File: config.mk
export PLATFORM = sky130hd
export DESIGN_NAME = mdgcs_top
export DESIGN_NICKNAME = d
export VERILOG_FILES = /design/src/mdgcs_pkg.sv /design/src/mdgcs_top.sv
export SDC_FILE = /design/constraint.sdc
export NUM_CORES = 1
export LEC_CHECK = 0
export BUFFER_PORTS_ARGS = -buffer_cell sky130_fd_sc_hd__buf_2
export CAP_MARGIN = 20
export CORE_UTILIZATION = 60
export CTS_CLUSTER_DIAMETER = 120
export DETAILED_ROUTE_END_ITERATION = 10
export GPL_TIMING_DRIVEN = 0
export PLACE_DENSITY_LB_ADDON = 0.15
export SYNTH_ARGS = -nofsm -noshare
export SYNTH_HDL_FRONTEND = slang
export SYNTH_SLANG_ARGS = --single-unit
File: constraint.sdc
create_clock -name mclk -period 11.1 [get_ports mclk]
set_input_delay 2.22 -clock mclk [delete_from_list [all_inputs] [get_ports mclk]]
set_output_delay 2.22 -clock mclk [all_outputs]
set_load 0.05 [all_outputs]
File: src/mdgcs_pkg.sv
// Package for the global configuration and status register bank
package mdgcs_pkg;

	// Register addresses, seven bits as carried in the address byte
	localparam logic [6:0] ADDR_GLOBAL_CONFIG_FLAGS = 7'h00;
	localparam logic [6:0] ADDR_GLOBAL_STATUS_FLAGS = 7'h01;
	localparam logic [6:0] ADDR_INPUT_PINS = 7'h04;
	localparam logic [6:0] ADDR_OTP_PROGRAM_TRIGGER = 7'h06;
	localparam logic [6:0] ADDR_COIL_DIRECT = 7'h2D;

	// Serial datagram layout: write flag, address, then 32 data bits
	localparam int FRAME_BITS = 40;
	localparam int WR_FLAG_POS = 39;
	localparam int ADDR_LSB = 32;
	localparam logic [5:0] FRAME_LEN = 6'h28;
	localparam logic [5:0] CNT_MAX = 6'h3F;

	// Configuration flag positions and reset value
	localparam int GLOBAL_CONFIG_FLAGS_W = 18;
	localparam int CFG_SMALL_HYST = 14;
	localparam int CFG_STOP_EN = 15;
	localparam int CFG_DIRECT = 16;
	localparam int CFG_TEST = 17;
	localparam logic [GLOBAL_CONFIG_FLAGS_W-1:0] GLOBAL_CONFIG_FLAGS_RST = 18'h00000;

	// Status flag positions and reset value (reset flag set)
	localparam int GLOBAL_STATUS_FLAGS_W = 3;
	localparam int ST_RESET = 0;
	localparam int ST_DRV_ERR = 1;
	localparam int ST_PUMP_UV = 2;
	localparam logic [GLOBAL_STATUS_FLAGS_W-1:0] GLOBAL_STATUS_FLAGS_RST = 3'h1;

	// Direct coil current register layout and reset value
	localparam int COIL_W = 9;
	localparam int COIL_A_LSB = 0;
	localparam int COIL_B_LSB = 16;
	localparam logic [31:0] COIL_CURRENT_DIRECT_REG_RST = 32'h00000000;
	localparam logic [31:0] COIL_CURRENT_DIRECT_REG_MASK = 32'h01FF01FF;

	// Input snapshot layout
	localparam int IN_PINS_W = 6;
	localparam int IN_FIXED_ONE = 6;
	localparam int VERSION_LSB = 24;

	// Write-only programming trigger width
	localparam int OTP_W = 16;
	localparam logic [OTP_W-1:0] OTP_RST = 16'h0000;

	// Hysteresis divisors as right shifts: 1/16 and 1/32
	localparam int HYST_SHIFT_WIDE = 4;
	localparam int HYST_SHIFT_NARROW = 5;
	localparam int PERIOD_W = 20;

	typedef enum logic {
		SPI_IDLE,
		SPI_SHIFT
	} mdgcs_spi_e;

	// Snapshot pins, packed so that step lands in bit 0
	typedef struct packed {
		logic diag_output_pin;
		logic driver_disable_pin;
		logic speed_mode_input_pin;
		logic speed_mode_enable_pin;
		logic dir;
		logic step;
	} mdgcs_pins_s;

	// Serial interface pins toward the host
	typedef struct packed {
		logic sck;
		logic csn;
		logic sdi;
	} mdgcs_spi_s;

	// All state of the bank
	typedef struct packed {
		mdgcs_spi_e spi_state;
		mdgcs_spi_s spi_m;
		mdgcs_spi_s spi_s;
		logic sck_d;
		mdgcs_pins_s pins_m;
		mdgcs_pins_s pins_s;
		logic uv_m;
		logic uv_s;
		logic [FRAME_BITS-1:0] in_shift;
		logic [FRAME_BITS-1:0] out_shift;
		logic [5:0] bit_cnt;
		logic [31:0] rdata;
		logic [GLOBAL_CONFIG_FLAGS_W-1:0] global_config_flags;
		logic [GLOBAL_STATUS_FLAGS_W-1:0] global_status_flags;
		logic [31:0] coil_current_direct_reg;
		logic otp_stb;
		logic [OTP_W-1:0] otp_data;
		logic [COIL_W-1:0] coil_a;
		logic [COIL_W-1:0] coil_b;
		logic fast;
		logic halt;
		logic drv_enable;
	} mdgcs_state_s;

endpackage

File: src/mdgcs_top.sv
// Global configuration and status register bank behind the serial port
`timescale 1ns/100ps

module mdgcs_top import mdgcs_pkg::*; #(
	// Arbitrary neutral version code
	parameter logic [7:0] VERSION_CODE = 8'h5A
) (
	// Clock and reset
	input wire logic mclk,
	input wire logic rst_n,
	// Serial register port
	input wire logic sck,
	input wire logic csn,
	input wire logic sdi,
	output logic sdo_o,
	output logic sdo_oe,
	// Input pins shown in the snapshot
	input wire logic step,
	input wire logic dir,
	input wire logic speed_mode_enable_pin,
	input wire logic speed_mode_input_pin,
	input wire logic driver_disable_pin,
	input wire logic diag_output_pin_i,
	// Diagnostic pin drive in test mode
	output logic diag_output_pin_o,
	output logic diag_output_pin_oe,
	output logic analog_test_en,
	output logic [1:0] analog_test_sel,
	// Analog supervisor level from the charge pump
	input wire logic pump_undervolt_pin,
	// Protection events from the power stage logic
	input wire logic overtemp_shutdown,
	input wire logic short_shutdown,
	input wire logic temp_above_limit,
	// Current setting and sequencer values from the motor core
	input wire logic [4:0] standstill_current_level,
	input wire logic [COIL_W-1:0] seq_coil_a,
	input wire logic [COIL_W-1:0] seq_coil_b,
	// Step-frequency comparison operands
	input wire logic [PERIOD_W-1:0] step_period,
	input wire logic [PERIOD_W-1:0] period_threshold,
	// Outputs to the motor core
	output logic step_faster_than_thr,
	output logic sequencer_halt,
	output logic direct_mode_active,
	output logic scale_by_standstill,
	output logic velocity_reg_disable,
	output logic [COIL_W-1:0] coil_a_current,
	output logic [COIL_W-1:0] coil_b_current,
	output logic driver_enable,
	// One-time memory programming request
	output logic otp_program_trigger_stb,
	output logic [OTP_W-1:0] otp_program_trigger_data
);

	mdgcs_state_s st_r;
	mdgcs_state_s st_nxt;

	logic sck_rise;
	logic sck_fall;
	logic csn_fall;
	logic csn_rise;
	logic frame_ok;
	logic frame_wr;
	logic [6:0] frame_addr;
	logic [31:0] frame_data;
	logic [31:0] rd_word;
	logic [GLOBAL_STATUS_FLAGS_W-1:0] st_set;
	logic [GLOBAL_STATUS_FLAGS_W-1:0] st_clr;
	logic [PERIOD_W:0] hyst;
	logic [PERIOD_W:0] thr_lo;
	logic [PERIOD_W:0] thr_hi;
	logic [PERIOD_W:0] period_ext;

	// Edges seen on the synchronised serial pins
	assign sck_rise = st_r.spi_s.sck & ~st_r.sck_d;
	assign sck_fall = ~st_r.spi_s.sck & st_r.sck_d;
	assign csn_fall = (st_r.spi_state == SPI_IDLE) & ~st_r.spi_s.csn;
	assign csn_rise = (st_r.spi_state == SPI_SHIFT) & st_r.spi_s.csn;

	// Decoded datagram: write flag is the top bit of the address byte, above the seven address bits
	assign frame_ok = csn_rise & (st_r.bit_cnt == FRAME_LEN);
	assign frame_wr = st_r.in_shift[WR_FLAG_POS];
	assign frame_addr = st_r.in_shift[WR_FLAG_POS-1:ADDR_LSB];
	assign frame_data = st_r.in_shift[31:0];

	// Read multiplexer; write-only and unmapped addresses return zero
	always_comb begin
		rd_word = 32'h00000000;
		if (frame_addr == ADDR_GLOBAL_CONFIG_FLAGS) begin
			rd_word[GLOBAL_CONFIG_FLAGS_W-1:0] = st_r.global_config_flags;
		end else if (frame_addr == ADDR_GLOBAL_STATUS_FLAGS) begin
			rd_word[GLOBAL_STATUS_FLAGS_W-1:0] = st_r.global_status_flags;
		end else if (frame_addr == ADDR_INPUT_PINS) begin
			rd_word[IN_PINS_W-1:0] = st_r.pins_s;
			rd_word[IN_FIXED_ONE] = 1'b1;
			rd_word[31:VERSION_LSB] = VERSION_CODE;
		end else if (frame_addr == ADDR_COIL_DIRECT) begin
			rd_word = st_r.coil_current_direct_reg & COIL_CURRENT_DIRECT_REG_MASK;
		end
	end

	// Status set and clear masks; a set in the clear cycle wins
	always_comb begin
		st_set = '0;
		st_set[ST_DRV_ERR] = overtemp_shutdown | short_shutdown;
		st_set[ST_PUMP_UV] = st_r.uv_s;
		st_clr = '0;
		if (frame_ok && frame_wr && frame_addr == ADDR_GLOBAL_STATUS_FLAGS) begin
			st_clr = frame_data[GLOBAL_STATUS_FLAGS_W-1:0];
		end
		if (temp_above_limit) begin
			st_clr[ST_DRV_ERR] = 1'b0;
		end
	end

	// Hysteresis band around the threshold, 1/16 or 1/32 of it
	always_comb begin
		period_ext = {1'b0, step_period};
		if (st_r.global_config_flags[CFG_SMALL_HYST]) begin
			hyst = {1'b0, period_threshold >> HYST_SHIFT_NARROW};
		end else begin
			hyst = {1'b0, period_threshold >> HYST_SHIFT_WIDE};
		end
		thr_lo = {1'b0, period_threshold} - hyst;
		thr_hi = {1'b0, period_threshold} + hyst;
	end

	// Next-state logic for the whole bank
	always_comb begin
		st_nxt = st_r;
		st_nxt.otp_stb = 1'b0;

		// Two-stage synchronisers for every pin input
		st_nxt.spi_m = '{sck: sck, csn: csn, sdi: sdi};
		st_nxt.spi_s = st_r.spi_m;
		st_nxt.sck_d = st_r.spi_s.sck;
		st_nxt.pins_m = '{diag_output_pin: diag_output_pin_i,
			driver_disable_pin: driver_disable_pin,
			speed_mode_input_pin: speed_mode_input_pin,
			speed_mode_enable_pin: speed_mode_enable_pin,
			dir: dir, step: step};
		st_nxt.pins_s = st_r.pins_m;
		st_nxt.uv_m = pump_undervolt_pin;
		st_nxt.uv_s = st_r.uv_m;

		// Serial frame engine: sample on rising, shift out on falling
		case (st_r.spi_state)
			SPI_IDLE: begin
				if (csn_fall) begin
					st_nxt.spi_state = SPI_SHIFT;
					st_nxt.bit_cnt = '0;
					st_nxt.out_shift = {5'h00, st_r.global_status_flags, st_r.rdata};
				end
			end
			SPI_SHIFT: begin
				if (csn_rise) begin
					st_nxt.spi_state = SPI_IDLE;
				end else begin
					if (sck_rise) begin
						st_nxt.in_shift = {st_r.in_shift[FRAME_BITS-2:0],
							st_r.spi_s.sdi};
						if (st_r.bit_cnt != CNT_MAX) begin
							st_nxt.bit_cnt = st_r.bit_cnt + 6'h01;
						end
					end
					if (sck_fall && st_r.bit_cnt != 6'h00) begin
						st_nxt.out_shift = {st_r.out_shift[FRAME_BITS-2:0],
							1'b0};
					end
				end
			end
			default: begin
				st_nxt.spi_state = SPI_IDLE;
			end
		endcase

		// Commit a complete datagram; reads answer in the next frame
		if (frame_ok) begin
			if (frame_wr) begin
				if (frame_addr == ADDR_GLOBAL_CONFIG_FLAGS) begin
					st_nxt.global_config_flags = frame_data[GLOBAL_CONFIG_FLAGS_W-1:0];
				end else if (frame_addr == ADDR_OTP_PROGRAM_TRIGGER) begin
					st_nxt.otp_stb = 1'b1;
					st_nxt.otp_data = frame_data[OTP_W-1:0];
				end else if (frame_addr == ADDR_COIL_DIRECT) begin
					st_nxt.coil_current_direct_reg = frame_data & COIL_CURRENT_DIRECT_REG_MASK;
				end
			end else begin
				st_nxt.rdata = rd_word;
			end
		end

		// Sticky status flags
		st_nxt.global_status_flags = (st_r.global_status_flags & ~st_clr) | st_set;

		// Coil current source select
		if (st_r.global_config_flags[CFG_DIRECT]) begin
			st_nxt.coil_a = st_r.coil_current_direct_reg[COIL_A_LSB +: COIL_W];
			st_nxt.coil_b = st_r.coil_current_direct_reg[COIL_B_LSB +: COIL_W];
		end else begin
			st_nxt.coil_a = seq_coil_a;
			st_nxt.coil_b = seq_coil_b;
		end

		// Comparator keeps its state inside the band
		if (period_ext < thr_lo) begin
			st_nxt.fast = 1'b1;
		end else if (period_ext > thr_hi) begin
			st_nxt.fast = 1'b0;
		end

		// Emergency stop from the halt pin
		st_nxt.halt = st_r.global_config_flags[CFG_STOP_EN]
			& st_r.pins_s.speed_mode_input_pin;

		// Power stage off on undervoltage, latched fault or disable pin
		st_nxt.drv_enable = ~st_r.uv_s & ~st_r.global_status_flags[ST_DRV_ERR]
			& ~st_r.pins_s.driver_disable_pin;
	end

	// State register; reset sets the reset flag and idle-high sck, csn and sck_d in the synchronisers, clears the rest
	always_ff @(posedge mclk or negedge rst_n) begin
		if (!rst_n) begin
			st_r <= '0;
			st_r.spi_state <= SPI_IDLE;
			st_r.spi_m <= 3'h6;
			st_r.spi_s <= 3'h6;
			st_r.sck_d <= 1'b1;
			st_r.global_config_flags <= GLOBAL_CONFIG_FLAGS_RST;
			st_r.global_status_flags <= GLOBAL_STATUS_FLAGS_RST;
			st_r.coil_current_direct_reg <= COIL_CURRENT_DIRECT_REG_RST;
			st_r.otp_data <= OTP_RST;
		end else begin
			st_r <= st_nxt;
		end
	end

	// Serial output drives only inside a frame
	assign sdo_o = st_r.out_shift[FRAME_BITS-1];
	assign sdo_oe = (st_r.spi_state == SPI_SHIFT);

	// Analog test on the diagnostic pin; host keeps it off normally
	assign analog_test_en = st_r.global_config_flags[CFG_TEST];
	assign analog_test_sel = standstill_current_level[1:0];
	assign diag_output_pin_o = 1'b0;
	assign diag_output_pin_oe = st_r.global_config_flags[CFG_TEST];

	// Direct mode side effects on current scaling and regulation
	assign direct_mode_active = st_r.global_config_flags[CFG_DIRECT];
	assign scale_by_standstill = st_r.global_config_flags[CFG_DIRECT];
	assign velocity_reg_disable = st_r.global_config_flags[CFG_DIRECT];

	// Registered outputs to the motor core
	assign coil_a_current = st_r.coil_a;
	assign coil_b_current = st_r.coil_b;
	assign step_faster_than_thr = st_r.fast;
	assign sequencer_halt = st_r.halt;
	assign driver_enable = st_r.drv_enable;
	assign otp_program_trigger_stb = st_r.otp_stb;
	assign otp_program_trigger_data = st_r.otp_data;

endmodule

Word level (Yosys, flattened, before mapping)
Cells that the tools add are included.
{ "op_classes": {"n_addsub": 3, "order_cmp": 2, "eq_ne": 11, "mux": 27, "bitwise": 23, "reduce_logical": 13} }
{ "ops": {"columns": ["op", "count"], "rows": [
  ["2-to-1 mux 46 bit", 2],
  ["case mux 46 bit (2 select lines)", 1],
  ["2-to-1 mux 17 bit", 5],
  ["2-to-1 mux 40 bit", 1],
  ["2-to-1 mux 18 bit", 2],
  ["2-to-1 mux 29 bit", 1],
  ["2-to-1 mux 25 bit", 1],
  ["adder 20 x 21 -> 21 bit", 1],
  ["greater-than comparator 20 x 21 -> 1 bit", 1],
  ["less-than comparator 20 x 21 -> 1 bit", 1],
  ["subtractor 20 x 21 -> 21 bit", 1],
  ["2-to-1 mux 16 bit", 1],
  ["== test 7 x 3 -> 1 bit (second input constant)", 2],
  ["2-to-1 mux 14 bit", 1],
  ["2-to-1 mux 7 bit", 2],
  ["2-to-1 mux 6 bit", 2],
  ["inverter 1 bit", 11],
  ["AND reduction 3 bit", 3],
  ["bitwise AND 1 bit", 8],
  ["AND reduction 4 bit", 2],
  ["== test 7 x 1 -> 1 bit (second input constant)", 1],
  ["== test 7 x 6 -> 1 bit (second input constant)", 1],
  ["logical NOT 7 bit", 1],
  ["adder 6 x 1 -> 6 bit (second input constant)", 1],
  ["other kinds (16)", 26]
]} }
{ "totals": {"register_bits": 217, "input_bits": 78} }

Longest topological paths before layout
{ "logic_depth": {"ltp_word": 9, "ltp_mapped": 18, "depth_no_buf": 17} }

Worst setup path after synthesis
OpenSTA, ideal clock, no wires.
{ "synth_timing": {"path_type": "input -> register", "from": "input port period_threshold[16]", "to": "register st_r, in the netlist step_faster_than_thr", "setup_time_ns": 0.131, "t_arrival_ns": 5.496, "t_required_ns": 10.969, "slack_ns": 5.472, "path_stages": 17, "cell_sequence": "clkbuf_1 -> mux2i_1 -> ha_1 -> buf_2 -> inv_1 -> a221o_1 -> a221oi_1 -> nor2_1 -> a211oi_1 -> xor2_1 -> ha_1 -> and4_1 -> nand4_1 -> nor4_1 -> a211o_1 -> a2111oi_0 -> nand2_1"} }
{ "synth_between": {"elab_chain_len": 4, "elab_cells_between_ends": 7, "classes_between": "add/sub: 2; order compare: 2; mux: 2; reduce/logical: 1"} }
{ "synth_lines": {"columns": ["item", "line", "text"], "rows": [
  ["start, declared", "mdgcs_top.sv:41", "input wire logic [PERIOD_W-1:0] period_threshold,"],
  ["2-to-1 mux 16 bit", "mdgcs_top.sv:120", "if (st_r.global_config_flags[CFG_SMALL_HYST]) begin"],
  ["subtractor 20 x 21 -> 21 bit / adder 20 x 21 -> 21 bit (equally long branches)", "mdgcs_top.sv:125, mdgcs_top.sv:126", null],
  ["less-than comparator 20 x 21 -> 1 bit / greater-than comparator 20 x 21 -> 1 bit (equally long branches)", "mdgcs_top.sv:207, mdgcs_top.sv:209", null],
  ["2-to-1 mux 1 bit / nonzero test 2 bit (equally long branches)", null, null],
  ["end signal, assigned", "mdgcs_top.sv:235", "st_r <= st_nxt;"],
  ["end, declared", "mdgcs_top.sv:56", "mdgcs_state_s st_r;"]
]} }
Parallel ways exist; a longest one is shown, timed or not.
A chain may end at the register's enable or synchronous reset.

Worst setup path after layout
Ends and elaborated chain as after synthesis.

==> results by group <==
Global routing
  – Vias in the first global route: 8,082
  – Grt ovf: 0
  – First-pass GRT wire length: a little over 40,000 microns
  – Antenna violations before repair: 0
  – Largest net degree at the start of global routing: 121
  – GR Util All Layers: 0.262

Synth
  – Synth Register Bits: 211
  – Synth warnings: 0
  – EDFF count, synth: 0
  – Async S/R FF share, synth: 1.00
  – Cells after Synth: 1,028
  – Syn Area/Cell: about 11 sq um
  – Synthesized cell area: 11,300 sq um
  – Primary FF master, synth: dfrtp_1
  – Post-synth cell types: 66
  – Register area share after synthesis: 0.468
  – Syn Nets: 1,181

Clock tree
  – Clk_lat worst skew: 0.50 ns
  – CTS tree: built
  – Hold buffer count at CTS: 0
  – Clk root buf: clkbuf_16
  – Sink Count: 211
  – Setup repair bufs after CTS: 0
  – CTS buffer count: 22
  – Clock Tree Buf Depth: 3
  – CTS clk-pin slew, worst paths: 0.06 ns
  – Post-CTS sizing: 0
  – H-tree levels: 1

Power and ir drop
  – Worst VDD drop: 0.0799 mV
  – Lkg Pwr: 6.47 nW
  – Power per cell area: 146 nW/um^2

Finish
  – Commonest non-fill, non-tap cell in the layout: dfrtp_1
  – Layout area overhead: 14.9%
  – Diode count: 0
  – Final #Nets: between 1,000 and 1,500
  – Sequential cell area: 5290 sq um
  – Most frequent cells in the layout: dfrtp_1 (205), buf_2 (123), mux2_2 (90), nor2_1 (83), ha_1 (73)
  – Final cell utilization of the core: 0.713
  – Multi-input gate area: 5310 sq um
  – Share of cells above drive strength 1: 0.273
  – Filler Cells Inserted: 1,314
  – Final cell count without fillers: approximately 1,400

Floorplan
  – # rows: 49
  – Top-level port count: 126
  – Core area: 18,200 sq um
  – Initial Util: 0.620
  – Die area: 19,400 sq um
  – Die Span Y: roughly 140 microns
  – Horiz. Die Dim: 139 microns

STA
  – Unrepaired setup endpoints after global routing: no
  – Worst hold margin: around 0.35 ns
  – Clk_skew: 0.0152 ns
  – Fin. Hold Viols: 0
  – Max Freq: 165 MHz
  – Setup TNS: 0 ns
  – Slew @ Worst Pin: 0.912 ns
  – Max-slew headroom: 0.387
  – Fin crit share: 0.545
  – Fin. max-slew vios: 0
  – Final min period: just over 6 ns
  – Final setup fails: 0

Critical path
  – Worst Path Class, Setup: input pin to flip-flop
  – Arrival @ worst endpoint: 6.42 ns
  – Worst Path Required: 11.47 ns
  – Crit path capture type: flip-flop
  – Critical Path Start: period_threshold[16]
  – Startpoint Class: input pin
  – CP Max Fanout: 10
  – Worst r2r src: st_r[87]$_DFFE_PN0P_

Flow run
  – Maxcap violations: 0

Hold path
  – Class of the worst hold path: flip-flop to flip-flop
  – Hold path startpoint: st_nxt[215]$_DFF_PN0_

Placement
  – Buffers on Ports: 116
  – Hpwl dp: 18,600 microns
  – Inst Count DP: 1,374
  – GPL Wtd Cong: 0.976

Routing
  – Final ANT Viol Nets: 0
  – Vias: between 8,000 and 9,000
  – Wirelength per Cell: 17.4 microns
  – DR pass1 iterations: 8
  – 1st-iter DRT viols: roughly 390
  – DRT Wirelength: 24,700 microns
  – Vias/cell: 5.66
  – DRC viols: 3

Outcome
  – Violated checks: DRC
  – Status: finished, violations left
==> synth_stat cells, types with 12 or more instances <==
cell type  instances  area [sq um]
buf_4             42           315
nand2_1           59           221
a21o_1            12          90.1
clkbuf_1          37           139
o21ai_0           31           155
a21oi_1           64           320
nand3_1           23           115
nor2_1            83           312
xnor2_1           25           219
inv_1             42           158
dfrtp_1          205          5130
nor3_1            13          65.1
ha_1              73           913
a221oi_1          13           114
mux2i_1           44           440
mux2_2            90          1010
==> cell families (layout without fill, tap and decap cells) <==
logic type,count (synthesis),in the layout,share of synthesized area
AND/OR/NAND/NOR,238,238,0.101
flip-flops,211,211,0.468
AO/OA/AOI/OAI,181,181,0.105
multiplexers,154,154,0.152
buffers and inverters,133,290,0.0620
adder cells (fa/ha/maj),75,75,0.0844
XOR/XNOR,35,35,0.0271
other,1,1,0.000332
==> stage by stage <==
step | instance area [sq um] | worst slack (ns) | total power [mW]
detailed placement | 12200 | 4.58 | 1.14
floorplan | 11300 | 5.47 | 1.04
finish | 13000 | 5.05 | 1.90
CTS | 13000 | 5.10 | 1.91
global route | 13000 | 4.83 | 1.99
global placement | 12200 | 4.36 | 1.13
==> layout make-up <==
| type | count | share of cell area |
|---|---|---|
| repair buffers | 117 | 0.0476 |
| clock inverters | 12 | 0.0120 |
| flip-flops and latches | 211 | 0.407 |
| inverters | 42 | 0.0121 |
| well taps | 229 | 0.0221 |
| plain buffers | 91 | 0.0418 |
| clock buffers | 28 | 0.0480 |
| multi-input cells | 684 | 0.409 |
==> registers in the layout, summed over array words and instances, names as in the netlist <==
name	cells
step_faster_than_thr	1
sequencer_halt	1
st_nxt	11
coil_a_current	9
sdo_o	1
frame_wr	1
analog_test_en	1
driver_enable	1
otp_program_trigger_stb	1
coil_b_current	9
frame_addr	7
sdo_oe	1
otp_program_trigger_data	16
frame_data	32
st_r	118
direct_mode_active	1
==> metal layers <==
| metal | track usage | share of wire | vias to the layer above |
|---|---|---|---|
| li1 | - | - | 3880 |
| met5 | 0 | 0 | - |
| met2 | 0.451 | 0.49 | 212 |
| met1 | 0.349 | 0.44 | 3875 |
| met3 | 0.0382 | 0.051 | 35 |
| met4 | 0.0702 | 0.018 | 0 |
==> path summary, 6_finish.rpt <==
kind | slack (ns) | endpoint | depth (start not counted)
max | 5.05 | step_faster_than_thr$_DFFE_PN0P_ | 18
min | 0.35 | st_r[215]$_DFF_PN0_ | 0
max reg2reg | 5.31 | step_faster_than_thr$_DFFE_PN0P_ | 17
min reg2reg | 0.35 | st_r[215]$_DFF_PN0_ | 0
max in group asynchronous | 8.38 | st_r[151]$_DFFE_PN0P_ | 2
min in group asynchronous | 1.79 | st_r[134]$_DFFE_PN0P_ | 1
==> critical path, cell delays in order <==
cell and delay, ns:
buf_2 0.08, clkbuf_1 0.37, mux2i_1 0.20, ha_1 0.33, buf_2 0.20, inv_1 0.12, a221o_1 0.36, a221oi_1 0.47
nor2_1 0.08, a211oi_1 0.26, xor2_1 0.22, ha_1 0.28, and4_1 0.18, nand4_1 0.10, nor4_1 0.08, a211o_1 0.27
a2111oi_0 0.49, nand2_1 0.10
==> where the power goes <==
group | internal, mW | switching [mW] | total, mW
registers | 0.808 | 0.0288 | 0.836
logic | 0.120 | 0.173 | 0.293
clock network | 0.470 | 0.302 | 0.772
total | 1.40 | 0.503 | 1.90
No activity file was read; power rests on OpenSTA's default activity.
